### config.mk
export PLATFORM = sky130hd
export DESIGN_NAME = phy_clock_source_select
export DESIGN_NICKNAME = d
export VERILOG_FILES = /design/src/rtl/phy_clock_source_select_pkg.sv /design/src/rtl/phy_clock_source_select.sv
export SDC_FILE = /design/constraint.sdc
export NUM_CORES = 1
export LEC_CHECK = 0
export BUFFER_PORTS_ARGS = -buffer_cell sky130_fd_sc_hd__buf_4
export CAP_MARGIN = 15
export CORE_AREA = 2 2 80 51
export CTS_BUF_LIST = sky130_fd_sc_hd__clkbuf_16
export DETAILED_ROUTE_END_ITERATION = 8
export DIE_AREA = 0 0 82 53
export GPL_ROUTABILITY_DRIVEN = 0
export SLEW_MARGIN = 25
export SYNTH_ARGS = -nofsm -noshare
export SYNTH_HDL_FRONTEND = slang
export SYNTH_SLANG_ARGS = --single-unit
### constraint.sdc
create_clock -name clk -period 1.8 [get_ports clk]
set_input_delay 0.36 -clock clk [delete_from_list [all_inputs] [get_ports clk]]
set_output_delay 0.36 -clock clk [all_outputs]
set_load 0.03 [all_outputs]
### src/rtl/phy_clock_source_select_pkg.sv
/*
 * Package for the PHY clock source selection block: timing counts, the
 * clock-source enumeration and the grouped status carried out of the block.
 * Assumes a single 250 MHz system clock that samples all clock pins.
 */
package phy_clock_source_select_pkg;

  // System clock rate and the rates of the sampled clock pins.
  localparam int unsigned SYS_CLK_MHZ       = 250;
  localparam int unsigned OSC50_MHZ         = 50;
  localparam int unsigned XTAL20_MHZ        = 20;

  // Phase counter for the divide-by-2.5: two 20 MHz periods span five 50 MHz rising edges.
  localparam logic [2:0]  DIV25_EDGES       = 3'h5;
  localparam logic [2:0]  DIV25_HALF        = 3'h2;

  // Time the crystal pin must sit high before it counts as tied high, in ns.
  localparam int unsigned TIED_HIGH_NS      = 1000;
  localparam int unsigned TIED_HIGH_CYC     = (TIED_HIGH_NS * SYS_CLK_MHZ + 999) / 1000;
  localparam int unsigned TIED_CNT_W        = 9;

  // Configuration bit that shuts off the 25 MHz output.
  localparam int unsigned CFG_CLK25_OFF_BIT = 7;
  localparam logic        CLK25_OFF_RST     = 1'b0;

  typedef enum logic {
    SRC_XTAL,
    SRC_DERIVED
  } clk_src_t;

  typedef struct packed {
    logic     clk10Out;
    logic     clk10Valid;
    clk_src_t src;
  } clk10_status_t;

endpackage

### src/rtl/phy_clock_source_select.sv
/*
 * Clock source handling of the dual-speed PHY: 25 MHz output from the
 * 50 MHz oscillator, crystal tie-high detection, divide-by-2.5 fallback
 * and the 10 Mb/s clock selection.  All clock pins are sampled by clk.
 * Assumes the oscillator pin toggles whenever this block runs.
 */
//
// Functional notes
// - Output 25 MHz by halving the oscillator.
// - Config bit 7 set stops 25 MHz output.
// - Resets never disturb the 25 MHz output.
// - Crystal tied high selects 50/2.5 derived clock.
// - Driven crystal clocks 10BASE-T and autonegotiation.
// - Accept 25 MHz reference from any source.
`timescale 1ns/1ps

module phy_clock_source_select #(
  parameter int unsigned TIED_CYC = phy_clock_source_select_pkg::TIED_HIGH_CYC
) (
  input  wire logic                                       clk,
  input  wire logic                                       rst_n,
  input  wire logic                                       osc50_in,
  input  wire logic                                       xtal20_in,
  input  wire logic                                       ref25_in,
  input  wire logic [15:0]                                pcsConfig,
  output logic                                            clk25_out,
  output logic                                            clk25Oe,
  output logic                                            xtal20_out,
  output logic                                            ref25Sampled,
  output phy_clock_source_select_pkg::clk10_status_t      clk10Status,
  output logic                                            tenLogicRst_n
);

  logic                                     oscMeta_ff;
  logic                                     oscSync_ff;
  logic                                     oscPrev_ff;
  logic                                     xtalMeta_ff;
  logic                                     xtalSync_ff;
  logic                                     refMeta_ff;
  logic                                     refSync_ff;
  // Power-up value only: the divider has no reset, so it needs a resolved start.
  logic                                     clk25_ff = 1'b0;
  logic                                     clk25Oe_ff;
  logic [2:0]                               phase_ff;
  logic                                     derived_ff;
  logic [phy_clock_source_select_pkg::TIED_CNT_W-1:0] highCnt_ff;
  logic                                     tied_ff;
  phy_clock_source_select_pkg::clk_src_t    src_ff;
  logic                                     srcLocked_ff;
  logic                                     clk10_ff;
  logic                                     release_ff;
  logic                                     oscRise;
  logic                                     oscFall;

  logic                                     riseToggle;
  logic                                     fallToggle;

  logic                                     tiedDecide;
  logic                                     xtalDecide;
  logic [phy_clock_source_select_pkg::TIED_CNT_W-1:0] tiedLimit;

  assign oscRise    = oscSync_ff & ~oscPrev_ff;
  assign oscFall    = ~oscSync_ff & oscPrev_ff;
  assign tiedLimit  = phy_clock_source_select_pkg::TIED_CNT_W'(TIED_CYC);

  // Two 20 MHz periods per five oscillator periods: toggles at rises 0 and 4
  // and at the falls after rises 1 and 2, that is at 0, 30, 50 and 80 ns.
  assign riseToggle = (phase_ff == 3'h0) ||
                      (phase_ff == phy_clock_source_select_pkg::DIV25_EDGES - 3'h1);
  assign fallToggle = (phase_ff == phy_clock_source_select_pkg::DIV25_HALF) ||
                      (phase_ff == phy_clock_source_select_pkg::DIV25_HALF + 3'h1);

  // The crystal wins only once the derived clock has run, so osc50_in is known alive.
  assign tiedDecide = tied_ff;
  assign xtalDecide = !xtalSync_ff && highCnt_ff == '0 && derived_ff;

  // The oscillator synchroniser has no reset: the 25 MHz output must keep
  // running through every reset, so nothing on its path may be cleared.
  always_ff @(posedge clk) begin
    oscMeta_ff <= osc50_in;
    oscSync_ff <= oscMeta_ff;
    oscPrev_ff <= oscSync_ff;
  end

  // Pin synchronisers; only the second stage is read by logic.
  always_ff @(posedge clk or negedge rst_n) begin
    if (!rst_n) begin
      xtalMeta_ff <= 1'b0;
      xtalSync_ff <= 1'b0;
      refMeta_ff  <= 1'b0;
      refSync_ff  <= 1'b0;
    end else begin
      xtalMeta_ff <= xtal20_in;
      xtalSync_ff <= xtalMeta_ff;
      refMeta_ff  <= ref25_in;
      refSync_ff  <= refMeta_ff;
    end
  end

  // The divider deliberately has no reset, so chip resets cannot stop or re-phase it.
  always_ff @(posedge clk) begin
    if (oscRise) begin
      clk25_ff <= ~clk25_ff;
    end
  end

  // The output enable is a pure function of the config bit, so reset leaves it alone.
  always_ff @(posedge clk) begin
    clk25Oe_ff <= ~pcsConfig[phy_clock_source_select_pkg::CFG_CLK25_OFF_BIT];
  end

  // Divide-by-2.5 on both oscillator edges; duty is 30/20 ns, which the
  // 10 Mb/s logic tolerates, traded for needing no faster clock.
  always_ff @(posedge clk or negedge rst_n) begin
    if (!rst_n) begin
      phase_ff   <= 3'h0;
      derived_ff <= 1'b0;
    end else if (oscRise) begin
      phase_ff <= (phase_ff == phy_clock_source_select_pkg::DIV25_EDGES - 3'h1)
                  ? 3'h0 : phase_ff + 3'h1;
      if (riseToggle) begin
        derived_ff <= ~derived_ff;
      end
    end else if (oscFall && fallToggle) begin
      derived_ff <= ~derived_ff;
    end
  end

  // A crystal that stays high for the whole window is taken as tied high.
  always_ff @(posedge clk or negedge rst_n) begin
    if (!rst_n) begin
      highCnt_ff <= '0;
      tied_ff    <= 1'b0;
    end else if (!xtalSync_ff) begin
      highCnt_ff <= '0;
      tied_ff    <= 1'b0;
    end else if (highCnt_ff != tiedLimit) begin
      highCnt_ff <= highCnt_ff + 1'b1;
    end else begin
      tied_ff <= 1'b1;
    end
  end

  // Source is decided once after reset: derived once the detector has seen a full window,
  // crystal at the first low pin after the derived clock ran; choosing only once avoids a runtime switch glitching the clock.
  always_ff @(posedge clk or negedge rst_n) begin
    if (!rst_n) begin
      src_ff       <= phy_clock_source_select_pkg::SRC_XTAL;
      srcLocked_ff <= 1'b0;
    end else if (!srcLocked_ff) begin
      if (tiedDecide) begin
        src_ff       <= phy_clock_source_select_pkg::SRC_DERIVED;
        srcLocked_ff <= 1'b1;
      end else if (xtalDecide) begin
        src_ff       <= phy_clock_source_select_pkg::SRC_XTAL;
        srcLocked_ff <= 1'b1;
      end
    end
  end

  // Selected 10 Mb/s clock, gated low until the source is locked.
  always_ff @(posedge clk or negedge rst_n) begin
    if (!rst_n) begin
      clk10_ff <= 1'b0;
    end else if (!srcLocked_ff) begin
      clk10_ff <= 1'b0;
    end else if (src_ff == phy_clock_source_select_pkg::SRC_DERIVED) begin
      clk10_ff <= derived_ff;
    end else begin
      clk10_ff <= xtalSync_ff;
    end
  end

  // The 10 Mb/s and negotiation logic leaves reset only after the lock.
  always_ff @(posedge clk or negedge rst_n) begin
    if (!rst_n) begin
      release_ff <= 1'b0;
    end else begin
      release_ff <= srcLocked_ff;
    end
  end

  // Crystal drive output follows the inverted input, as an oscillator stage would.
  always_ff @(posedge clk or negedge rst_n) begin
    if (!rst_n) begin
      xtal20_out <= 1'b0;
    end else begin
      xtal20_out <= ~xtalSync_ff;
    end
  end

  assign clk25_out                = clk25_ff;
  assign clk25Oe                  = clk25Oe_ff;
  assign ref25Sampled             = refSync_ff;
  assign clk10Status.clk10Out     = clk10_ff;
  assign clk10Status.clk10Valid   = release_ff;
  assign clk10Status.src          = src_ff;
  assign tenLogicRst_n            = release_ff;

endmodule

==> run summary, run 1 <==
Top-level port count = 29
Grt total ovfl = 0
Avg Cell Area, Syn = 11.1 µm²
Non-filler cells in the finished layout = 170
Clock-pin slew on the worst setup and hold paths = 0.06 ns
Met2 Resource Use GR = 0.164
N_diodes = 0
Worst Path Max Fanout = 5
Crit path largest cell delay = 0.42 ns
Arrival @ worst endpoint = 1.60 ns
Layout area overhead = 17.5%
Die Footprint = 0.00435 mm²
Setup WS post-layout = 0.387 ns
Pin count of the biggest net entering global routing = 24
Clock Latency Late Sink = 0.26 ns
Seq pwr share = 0.507
Syn Nets = 139
RSZ-0062 raised after global routing = false
P_leak = 0.000642 µW
Status = completed
Comb pwr share = 0.151
Sink Count = 28
Antenna violations before repair = 0
Min-Delay Endpoint = oscMeta_ff$_DFF_P_
Internal power = 1080 µW
Initial DRC count = 58
Total CTS buffers = 3
Via/cell ratio = 4.71
Final min period = 1.41 ns
Antenna-violating nets left = 0
Peak supply drop = 0.437 mV
Hold Startpoint = osc50_in
Max frequency = 0.708 GHz
Filler cell count = 352
# setup viols final = 0
Sw Ratio = 0.254
Register area share after synthesis = 0.560
PwrDens = 1010 mW/mm²
Post-CTS sizing = 0
Top FF cell, synth = dfrtp_1
Register bit total from synthesis = 28
Pre-CTS WS = 0.413 ns
Clock power frac = 0.342
Initial core utilization = 0.343
RR Endpoint = highCnt_ff[1]$_DFFE_PN0P_
Vias in the first global route = 757
Avg WL per Cell = 11.1 µm
Worst setup path class = reg -> reg
Routed wire length = 1890 µm
Clock skew = 0.00163 ns
Slew headroom = 0.654
Warnings, synthesis = 0
Overall routing resource usage = 0.109
WP data required = 1.98 ns
Worst r2r path cells = 5
Slew @ Worst Pin = 0.518 ns
First-pass DRT Iterations = 4
Unique cell type count in the Yosys netlist = 33
Top Usage Layer GRT = met2
CTS tree = done
DR vias = 801
Post-synth EDFFs = 1
Internal reg-to-reg setup slack = 0.39 ns
Core ar. = 0.00357 mm²
Final Cycle Share = 0.785
# rows = 17
# placed instances = 165
Met1 usage = 0.139
Input/output buffers = 13
DRC violations left = 0
Fin. max-slew vios = 0
Async S/R FF share, synth = 0.821
CP max stage cell = dfrtp_1
Longest Clk Path Bufs = 2
Max-cap violations = 0
TNS Setup = 0 ns
CTS H-tree depth = 1
Min-delay worst type = in -> reg
First-pass GRT wire length = 3390 µm
Chip width = 82 µm
Dpl hpwl = 1380 µm
CP endpoint kind = flip-flop
Critical-path cell list = inv_1 -> ha_1 -> nand2_1 -> nor4_4 -> mux2i_1
Setup crit start kind = flip-flop
Met3 Usage GRT = 0.0410
NetSw = 369 µW
Total Nets Final = 153
Mapped cell area = 0.00122 mm²
Layout cells sized above 1 = 0.163
Hold depth = 1
CTS Root Cell = clkbuf_16
RR Startpoint = highCnt_ff[0]$_DFFE_PN0P_
Mapped Cells = 110
Hold Violations, Final = 0
Die height = 53 µm
==> timing repair <==
action | in CTS | in global routing
setup buffers | 0 | 0
endpoints found under the hold margin | 23 | 0
hold buffers | 1 | 0
==> state kept, by name, summed over array words and instances (netlist names) <==
name / cells
clk10_ff: 1
xtalMeta_ff: 1
refMeta_ff: 1
xtalSync_ff: 1
ref25Sampled: 1
highCnt_ff: 9
tiedDecide: 1
srcLocked_ff: 1
derived_ff: 1
phase_ff: 3
oscMeta_ff: 1
tenLogicRst_n: 1
clk25Oe: 1
oscSync_ff: 1
clk25_out: 1
xtal20_out: 1
oscPrev_ff: 1
src_ff: 1
==> worst max-delay path, delay by kind of cell, from the launching register on <==
kind / cells / cell delay, ns
simple gates: 2 / 0.41
flops: 1 / 0.42
fa+ha+maj: 1 / 0.15
mux: 1 / 0.24
buf+inv: 1 / 0.12
==> power by group through the flow <==
stage | sequential [µW] | combinational (µW) | clock, µW
floorplan | 742 | 149 | 0
global placement | 744 | 200 | 0
detailed placement | 748 | 220 | 0
CTS | 736 | 222 | 518
global route | 745 | 259 | 549
finish | 737 | 219 | 497
==> area by class of cell <==
type                       instances  area, µm²  area share
clock buffer                       3       75.1      0.0522
tap                               47       58.8      0.0409
clock inverter                     1       3.75     0.00261
multi-input combinational         68        474       0.330
sequential                        28        686       0.477
inverter                           9       33.8      0.0235
timing repair buffer              14        108      0.0748
==> stage by stage <==
| step | cell area, µm² | hold slack [ns] | util | total power, µW |
|---|---|---|---|---|
| 6_report | 1440 | 0.198 | 0.403 | 1450 |
| 5_1_grt | 1440 | 0.183 | 0.403 | 1550 |
| 4_1_cts | 1440 | 0.192 | 0.403 | 1480 |
| 3_5_place_dp | 1350 | 0.277 | 0.378 | 968 |
| 3_3_place_gp | 1350 | 0.274 | 0.378 | 944 |
| 2_1_floorplan | 1220 | 0.0644 | - | 891 |
==> Yosys cell counts (2+ instances only) <==
cell     instances  area (µm²)
mux2i_1          3        30.0
ha_1             8         100
or3_1            4        25.0
nor2_1           4        15.0
o21ai_0          7        35.0
dfxtp_1          4        80.1
a21oi_1          5        25.0
o22ai_1          2        12.5
nand3_1          4        20.0
nor2b_1          4        25.0
inv_1            9        33.8
buf_4            3        22.5
nand2_1         11        41.3
dfrtp_1         23         576
==> kinds of logic (layout without fill, tap and decap cells) <==
logic type	count (synthesis)	count (layout)	share of synthesized area
AND/OR/NAND/NOR	37	37	0.179
flip-flops	28	28	0.560
AO/OA/AOI/OAI	17	17	0.0786
buffers and inverters	14	27	0.0531
adder cells (fa/ha/maj)	8	8	0.0817
multiplexers	4	4	0.0337
XOR/XNOR	2	2	0.0143
==> cell usage in the layout, fill, tap and decap left out, types with 2 or more instances in the layout <==
cell type  synthesis  layout
nor2_1             4       4
nor2b_1            4       4
nand2_1           11      11
ha_1               8       8
clkbuf_16          0       3
dfxtp_1            4       4
o22ai_1            2       2
a21oi_1            5       5
inv_1              9       9
dfrtp_1           23      23
buf_4              3      13
o21ai_0            7       7
nand3_1            4       4
or3_1              4       4
mux2i_1            3       3
==> how the worst max path moves through the flow <==
stage                              start                        end  slack, ns
3_5_place_dp   highCnt_ff[0]$_DFFE_PN0P_         src_ff$_DFFE_PN0P_       0.41
6_report       highCnt_ff[0]$_DFFE_PN0P_  highCnt_ff[1]$_DFFE_PN0P_       0.39
2_1_floorplan  highCnt_ff[0]$_DFFE_PN0P_         src_ff$_DFFE_PN0P_       0.53
5_1_grt        highCnt_ff[0]$_DFFE_PN0P_         src_ff$_DFFE_PN0P_       0.20
4_1_cts        highCnt_ff[0]$_DFFE_PN0P_         src_ff$_DFFE_PN0P_       0.39
3_3_place_gp   highCnt_ff[0]$_DFFE_PN0P_         src_ff$_DFFE_PN0P_       0.41
==> routing by layer <==
metal	part of all wire	routed length [µm]	up-vias
met4	0.0079	15	0
met2	0.43	810	18
met3	0.044	84	2
li1	-	-	400
met1	0.52	979	381
met5	0	0	-
Note: power is estimated with default switching activity, not from simulation.
==> inputs of run 2 (changes only) <==
Clock period 1.8 ns to 1.3 ns, I/O delays scaled along.
==> run 2 against run 1 <==
  * The flow now finishes with violations (negative setup slack)
  * Worst setup slack lost 0.43 ns
  * Cell area grew 15%
  * Utilization increased by 6.2 points
  * Critical path depth stayed put
  * Clock power grew 67%
  * Critical path type unchanged
==> run summary, run 2 (synthesis gave the netlist of run 1 again) <==
Status = finished with violations
Failing checks = negative setup slack
Commonest non-fill, non-tap cell in the layout = buf_4
Initial core utilization = 0.343 (unchanged)
Regs by FF count = highCnt_ff x9, phase_ff x3
Input/output buffers = 13 (unchanged)
Arrival @ worst endpoint = 1.50 ns (-0.10 ns)
Setup WS post-layout = -0.0427 ns (-0.430 ns)
Dpl hpwl = 1460 µm (+6.0%)
Overall routing resource usage = 0.122 (+0.0128)
# rows = 17 (unchanged)
Final Cycle Share = 1.03 (+0.248)
Min-delay worst type = in -> reg
CTS H-tree depth = 1 (unchanged)
Fin. max-slew vios = 0 (unchanged)
Max-cap violations = 0 (unchanged)
Hold depth = 1 (unchanged)
Internal power = 1700 µW (+57%)
PwrDens = 1370 mW/mm² (+36%)
Post-layout util = 0.465 (+0.0620)
DR vias = 864 (+7.9%)
NetSw = 582 µW (+58%)
Peak supply drop = 0.540 mV (+24%)
Pin count of the biggest net entering global routing = 24 (unchanged)
Comb pwr share = 0.185 (+0.034)
Chip width = 82 µm (unchanged)
Layout area overhead = 35.5%
Internal reg-to-reg setup slack = -0.04 ns (-0.43 ns)
First-pass DRT Iterations = 4 (unchanged)
TNS Setup = -0.106 ns (-0.106 ns)
CP endpoint kind = flip-flop
Final min period = 1.34 ns (-0.0704 ns)
Worst setup path class = reg -> reg
Initial DRC count = 85 (+47%)
N_diodes = 0 (unchanged)
Max frequency = 0.745 GHz (+5.2%)
Routed wire length = 2400 µm (+27%)
Sink Count = 28 (unchanged)
RSZ-0062 raised after global routing = true
Die height = 53 µm (unchanged)
Antenna-violating nets left = 0 (unchanged)
Seq pwr share = 0.452 (-0.055)
First-pass GRT wire length = 3840 µm (+13%)
Sw Ratio = 0.255 (+0.00145)
CTS Root Cell = clkbuf_16
Setup crit start kind = flip-flop
Core ar. = 0.00357 mm² (unchanged)
Total Nets Final = 165 (+7.8%)
Grt total ovfl = 0 (unchanged)
Clock power frac = 0.363 (+0.021)
Hold Violations, Final = 0 (unchanged)
Clock skew = 0.00250 ns (+0.000870 ns)
Die Footprint = 0.00435 mm² (unchanged)
Slew headroom = 0.777 (+0.123)
Clock Latency Late Sink = 0.26 ns (about the same)
CTS tree = done
Commonest non-fill, non-tap cells in the layout = buf_4 (24), dfrtp_1 (19), nand2_1 (10)
Total CTS buffers = 3 (unchanged)
Layout cells sized above 1 = 0.378 (+0.215)
DRC violations left = 0 (unchanged)
WP data required = 1.45 ns (-0.53 ns)
Worst r2r path cells = 5 (unchanged)
Avg WL per Cell = 13.2 µm (+19%)
Via/cell ratio = 4.75 (+0.75%)
Antenna violations before repair = 0 (unchanged)
Vias in the first global route = 800 (+5.7%)
# setup viols final = 5 (+5)
P_leak = 0.000733 µW (+14%)
Largest reg by FF count = highCnt_ff
Clock-pin slew on the worst setup and hold paths = 0.07 ns (about the same)
Worst Path Max Fanout = 3 (-2)
Slew @ Worst Pin = 0.332 ns (-0.186 ns)
Max FFs per register = 9 (unchanged)
Longest Clk Path Bufs = 2 (unchanged)
Top-level port count = 29 (unchanged)
## run 2: changes by cell type in the layout (fill, tap and decap cells not counted), sizes merged
| cell | before | now |
|---|---|---|
| buf | 13 | 25 |
| clkbuf | 3 | 4 |
| clkinv | 1 | 0 |
## run 2: final cells by class
cell class,instances,area [µm²]
fill,316,1910
sequential,28,691
clock buffer,4,100
tap,47,58.8
multi-input combinational,68,576
inverter,9,33.8
timing repair buffer,26,201
## run 2: final timing paths
kind	from	to
min in group asynchronous	rst_n	highCnt_ff[3]$_DFFE_PN0P_
max in group asynchronous	rst_n	highCnt_ff[1]$_DFFE_PN0P_
setup / recovery	highCnt_ff[0]$_DFFE_PN0P_	src_ff$_DFFE_PN0P_
hold reg to reg	oscMeta_ff$_DFF_P_	oscSync_ff$_DFF_P_
hold / removal	osc50_in	oscMeta_ff$_DFF_P_
setup reg to reg	highCnt_ff[0]$_DFFE_PN0P_	src_ff$_DFFE_PN0P_
## run 2: worst max-delay path: stages (launching register included)
cell,delay [ns]
dfrtp_1,0.41
inv_2,0.11
ha_2,0.19
nor4bb_4,0.22
nand3_2,0.13
a21o_1,0.17
## run 2: timing repair
action                     4_1_cts  5_1_grt
hold endpoints to repair        23        0
setup endpoints to repair        7       11
resized for setup               16       11
cloned                           0        0
buffers inserted                 3        0
pin swaps                       11        7
hold buffers                     1        0
## run 2: metrics by stage
step	worst slack [ns]	hold WS [ns]	instances	cell area (µm²)	power, µW
5_1_grt	-0.124	0.0852	182	1660	2410
6_report	-0.0427	0.0993	182	1660	2280
3_5_place_dp	-0.0786	0.175	174	1420	1360
2_1_floorplan	0.0266	-0.0356	110	1220	1230
3_3_place_gp	-0.0596	0.172	174	1420	1340
4_1_cts	-0.0526	0.0948	182	1610	2240
## run 2: per-layer routing
metal  GRT usage  vias to the layer above  share of wire  routed length [µm]
li1            -                      423              -                   -
met1       0.162                      417           0.51                1240
met2       0.180                       17           0.43                1030
met5           0                        -              0                   0
met3      0.0324                        7          0.035                  83
met4      0.0667                        0          0.021                  51
## run 2: power groups by stage
stage          Combinational (µW)  Sequential, µW  Clock [µW]
2_1_floorplan                 206            1030           0
5_1_grt                       487            1040         884
4_1_cts                       368            1030         842
3_5_place_dp                  326            1030           0
3_3_place_gp                  312            1030           0
6_report                      422            1030         828
==> inputs of run 3 (changes only) <==
Settings changed: GPL_TIMING_DRIVEN set to 1.
Clock period 1.3 ns to 1.5 ns, I/O delays scaled along.
==> run 3 against run 2 <==
  * The flow now finishes without violations
  * Hold slack improved by 0.044 ns
  * Clock-buffer cell count decreased by 1
  * Clock power decreased by 28%
  * Cell area decreased by 12%
  * Total power decreased by 24%
  * Routed wire length decreased by 18%
  * Via count decreased by 6.4%
  * Largest cell class unchanged
  * Die area unchanged
  * Sequential power decreased by 14%
  * Flip-flop and latch count unchanged
==> run summary, run 3 (synthesis gave the netlist of run 1 again) <==
Status = completed
Clock Latency Late Sink = 0.26 ns (about the same)
Input/output buffers = 13 (unchanged)
DR vias = 809 (-6.4%)
Dpl hpwl = 1400 µm (-4.5%)
Initial DRC count = 45 (-47%)
Routed wire length = 1960 µm (-18%)
First-pass GRT wire length = 3440 µm (-10%)
Worst setup path class = reg -> reg
Setup WS post-layout = 0.0993 ns (+0.142 ns)
DRC violations left = 0 (unchanged)
Non-filler cells in the finished layout = 173 (-4.9%)
CTS Root Cell = clkbuf_16
Hold WS = 0.143 ns (+0.0442 ns)
Pre-CTS WS = 0.0846 ns (+0.163 ns)
Pin count of the biggest net entering global routing = 24 (unchanged)
Core ar. = 0.00357 mm² (unchanged)
Longest Clk Path Bufs = 2 (unchanged)
Grt total ovfl = 0 (unchanged)
Regs by FF count = highCnt_ff x9, phase_ff x3
Via/cell ratio = 4.68 (-1.5%)
# setup viols final = 0 (-5)
Top-level port count = 29 (unchanged)
Layout area overhead = 19.8%
Hold depth = 1 (unchanged)
Min-delay worst type = in -> reg
N_diodes = 0 (unchanged)
Commonest non-fill, non-tap cells in the layout = dfrtp_1 (23), buf_4 (16), nand2_1 (11)
Overall routing resource usage = 0.111 (-0.0111)
Largest reg by FF count = highCnt_ff
Avg WL per Cell = 11.3 µm (-14%)
Total CTS buffers = 3 (unchanged)
Max FFs per register = 9 (unchanged)
Chip width = 82 µm (unchanged)
Die Footprint = 0.00435 mm² (unchanged)
Fin. max-slew vios = 0 (unchanged)
Max frequency = 0.714 GHz (-4.1%)
Vias in the first global route = 823 (+2.9%)
Slew headroom = 0.745 (-0.0321)
Clock skew = 0.00231 ns (-0.000190 ns)
Antenna violations before repair = 0 (unchanged)
Worst Path Max Fanout = 4 (+1)
Sink Count = 28 (unchanged)
P_leak = 0.000658 µW (-10%)
TNS Setup = 0 ns (+0.106 ns)
Peak supply drop = 0.390 mV (-28%)
Initial core utilization = 0.343 (unchanged)
Slew @ Worst Pin = 0.380 ns (+0.0483 ns)
Antenna-violating nets left = 0 (unchanged)
Final Cycle Share = 0.934 (-0.0990)
Max-cap violations = 0 (unchanged)
PwrDens = 1190 mW/mm² (-14%)
CTS tree = done
Hold Violations, Final = 0 (unchanged)
Arrival @ worst endpoint = 1.55 ns (+0.05 ns)
CP endpoint kind = flip-flop
Die height = 53 µm (unchanged)
Setup crit start kind = flip-flop
# rows = 17 (unchanged)
# placed instances = 167 (-4.0%)
First-pass DRT Iterations = 4 (unchanged)
Worst r2r path cells = 5 (unchanged)
Final min period = 1.40 ns (+0.0580 ns)
CTS H-tree depth = 1 (unchanged)
Clock-pin slew on the worst setup and hold paths = 0.06 ns (about the same)
Total Nets Final = 156 (-5.5%)
WP data required = 1.65 ns (+0.20 ns)
Layout cells sized above 1 = 0.190 (-0.187)
Commonest non-fill, non-tap cell in the layout = dfrtp_1
[run 3: power by group]
| part | total [µW] | internal (µW) | switching [µW] |
|---|---|---|---|
| clock | 594 | 357 | 237 |
| sequential | 886 | 825 | 61.1 |
| combinational | 262 | 122 | 140 |
| total | 1740 | 1300 | 438 |
[run 3: repair_timing]
| item | in CTS | in global routing |
|---|---|---|
| setup buffers | 0 | 1 |
| hold buffers | 1 | 0 |
| resized for setup | 0 | 1 |
| endpoints found under the hold margin | 23 | 0 |
| setup endpoints to repair | 0 | 3 |
[run 3: path summary, 6_finish.rpt]
path	end	from	slack (ns)
max	src_ff$_DFFE_PN0P_	highCnt_ff[0]$_DFFE_PN0P_	0.1
min reg2reg	oscSync_ff$_DFF_P_	oscMeta_ff$_DFF_P_	0.34
min in group asynchronous	highCnt_ff[5]$_DFFE_PN0P_	rst_n	0.47
max in group asynchronous	phase_ff[0]$_DFFE_PN0P_	rst_n	0.80
max reg2reg	src_ff$_DFFE_PN0P_	highCnt_ff[0]$_DFFE_PN0P_	0.1
min	oscMeta_ff$_DFF_P_	osc50_in	0.14
[run 3: through the flow]
stage / util / total power, µW / area (µm²)
3_3_place_gp: 0.382 / 1140 / 1370
2_1_floorplan: - / 1070 / 1220
5_1_grt: 0.411 / 1860 / 1470
6_report: 0.411 / 1740 / 1470
4_1_cts: 0.407 / 1760 / 1450
3_5_place_dp: 0.382 / 1150 / 1370
[run 3: critical path: stages (launching register included)]
cell and delay [ns]:
dfrtp_1 0.41, inv_1 0.11, ha_1 0.15, nor4bb_2 0.28, nand3_1 0.14, a21o_1 0.20
[run 3: routing by layer]
layer / global-route usage / vias up / part of all wire
met5: 0 / - / 0
met4: 0.0528 / 0 / 0.0077
met3: 0.0410 / 2 / 0.044
met2: 0.183 / 18 / 0.44
met1: 0.128 / 388 / 0.51
li1: - / 401 / -
[run 3: cell type report]
type	count	area (µm²)
sequential	28	686
clock buffer	3	75.1
clock inverter	1	3.75
fill	337	2110
inverter	9	33.8
tap	47	58.8
multi-input combinational	68	480
timing repair buffer	17	130
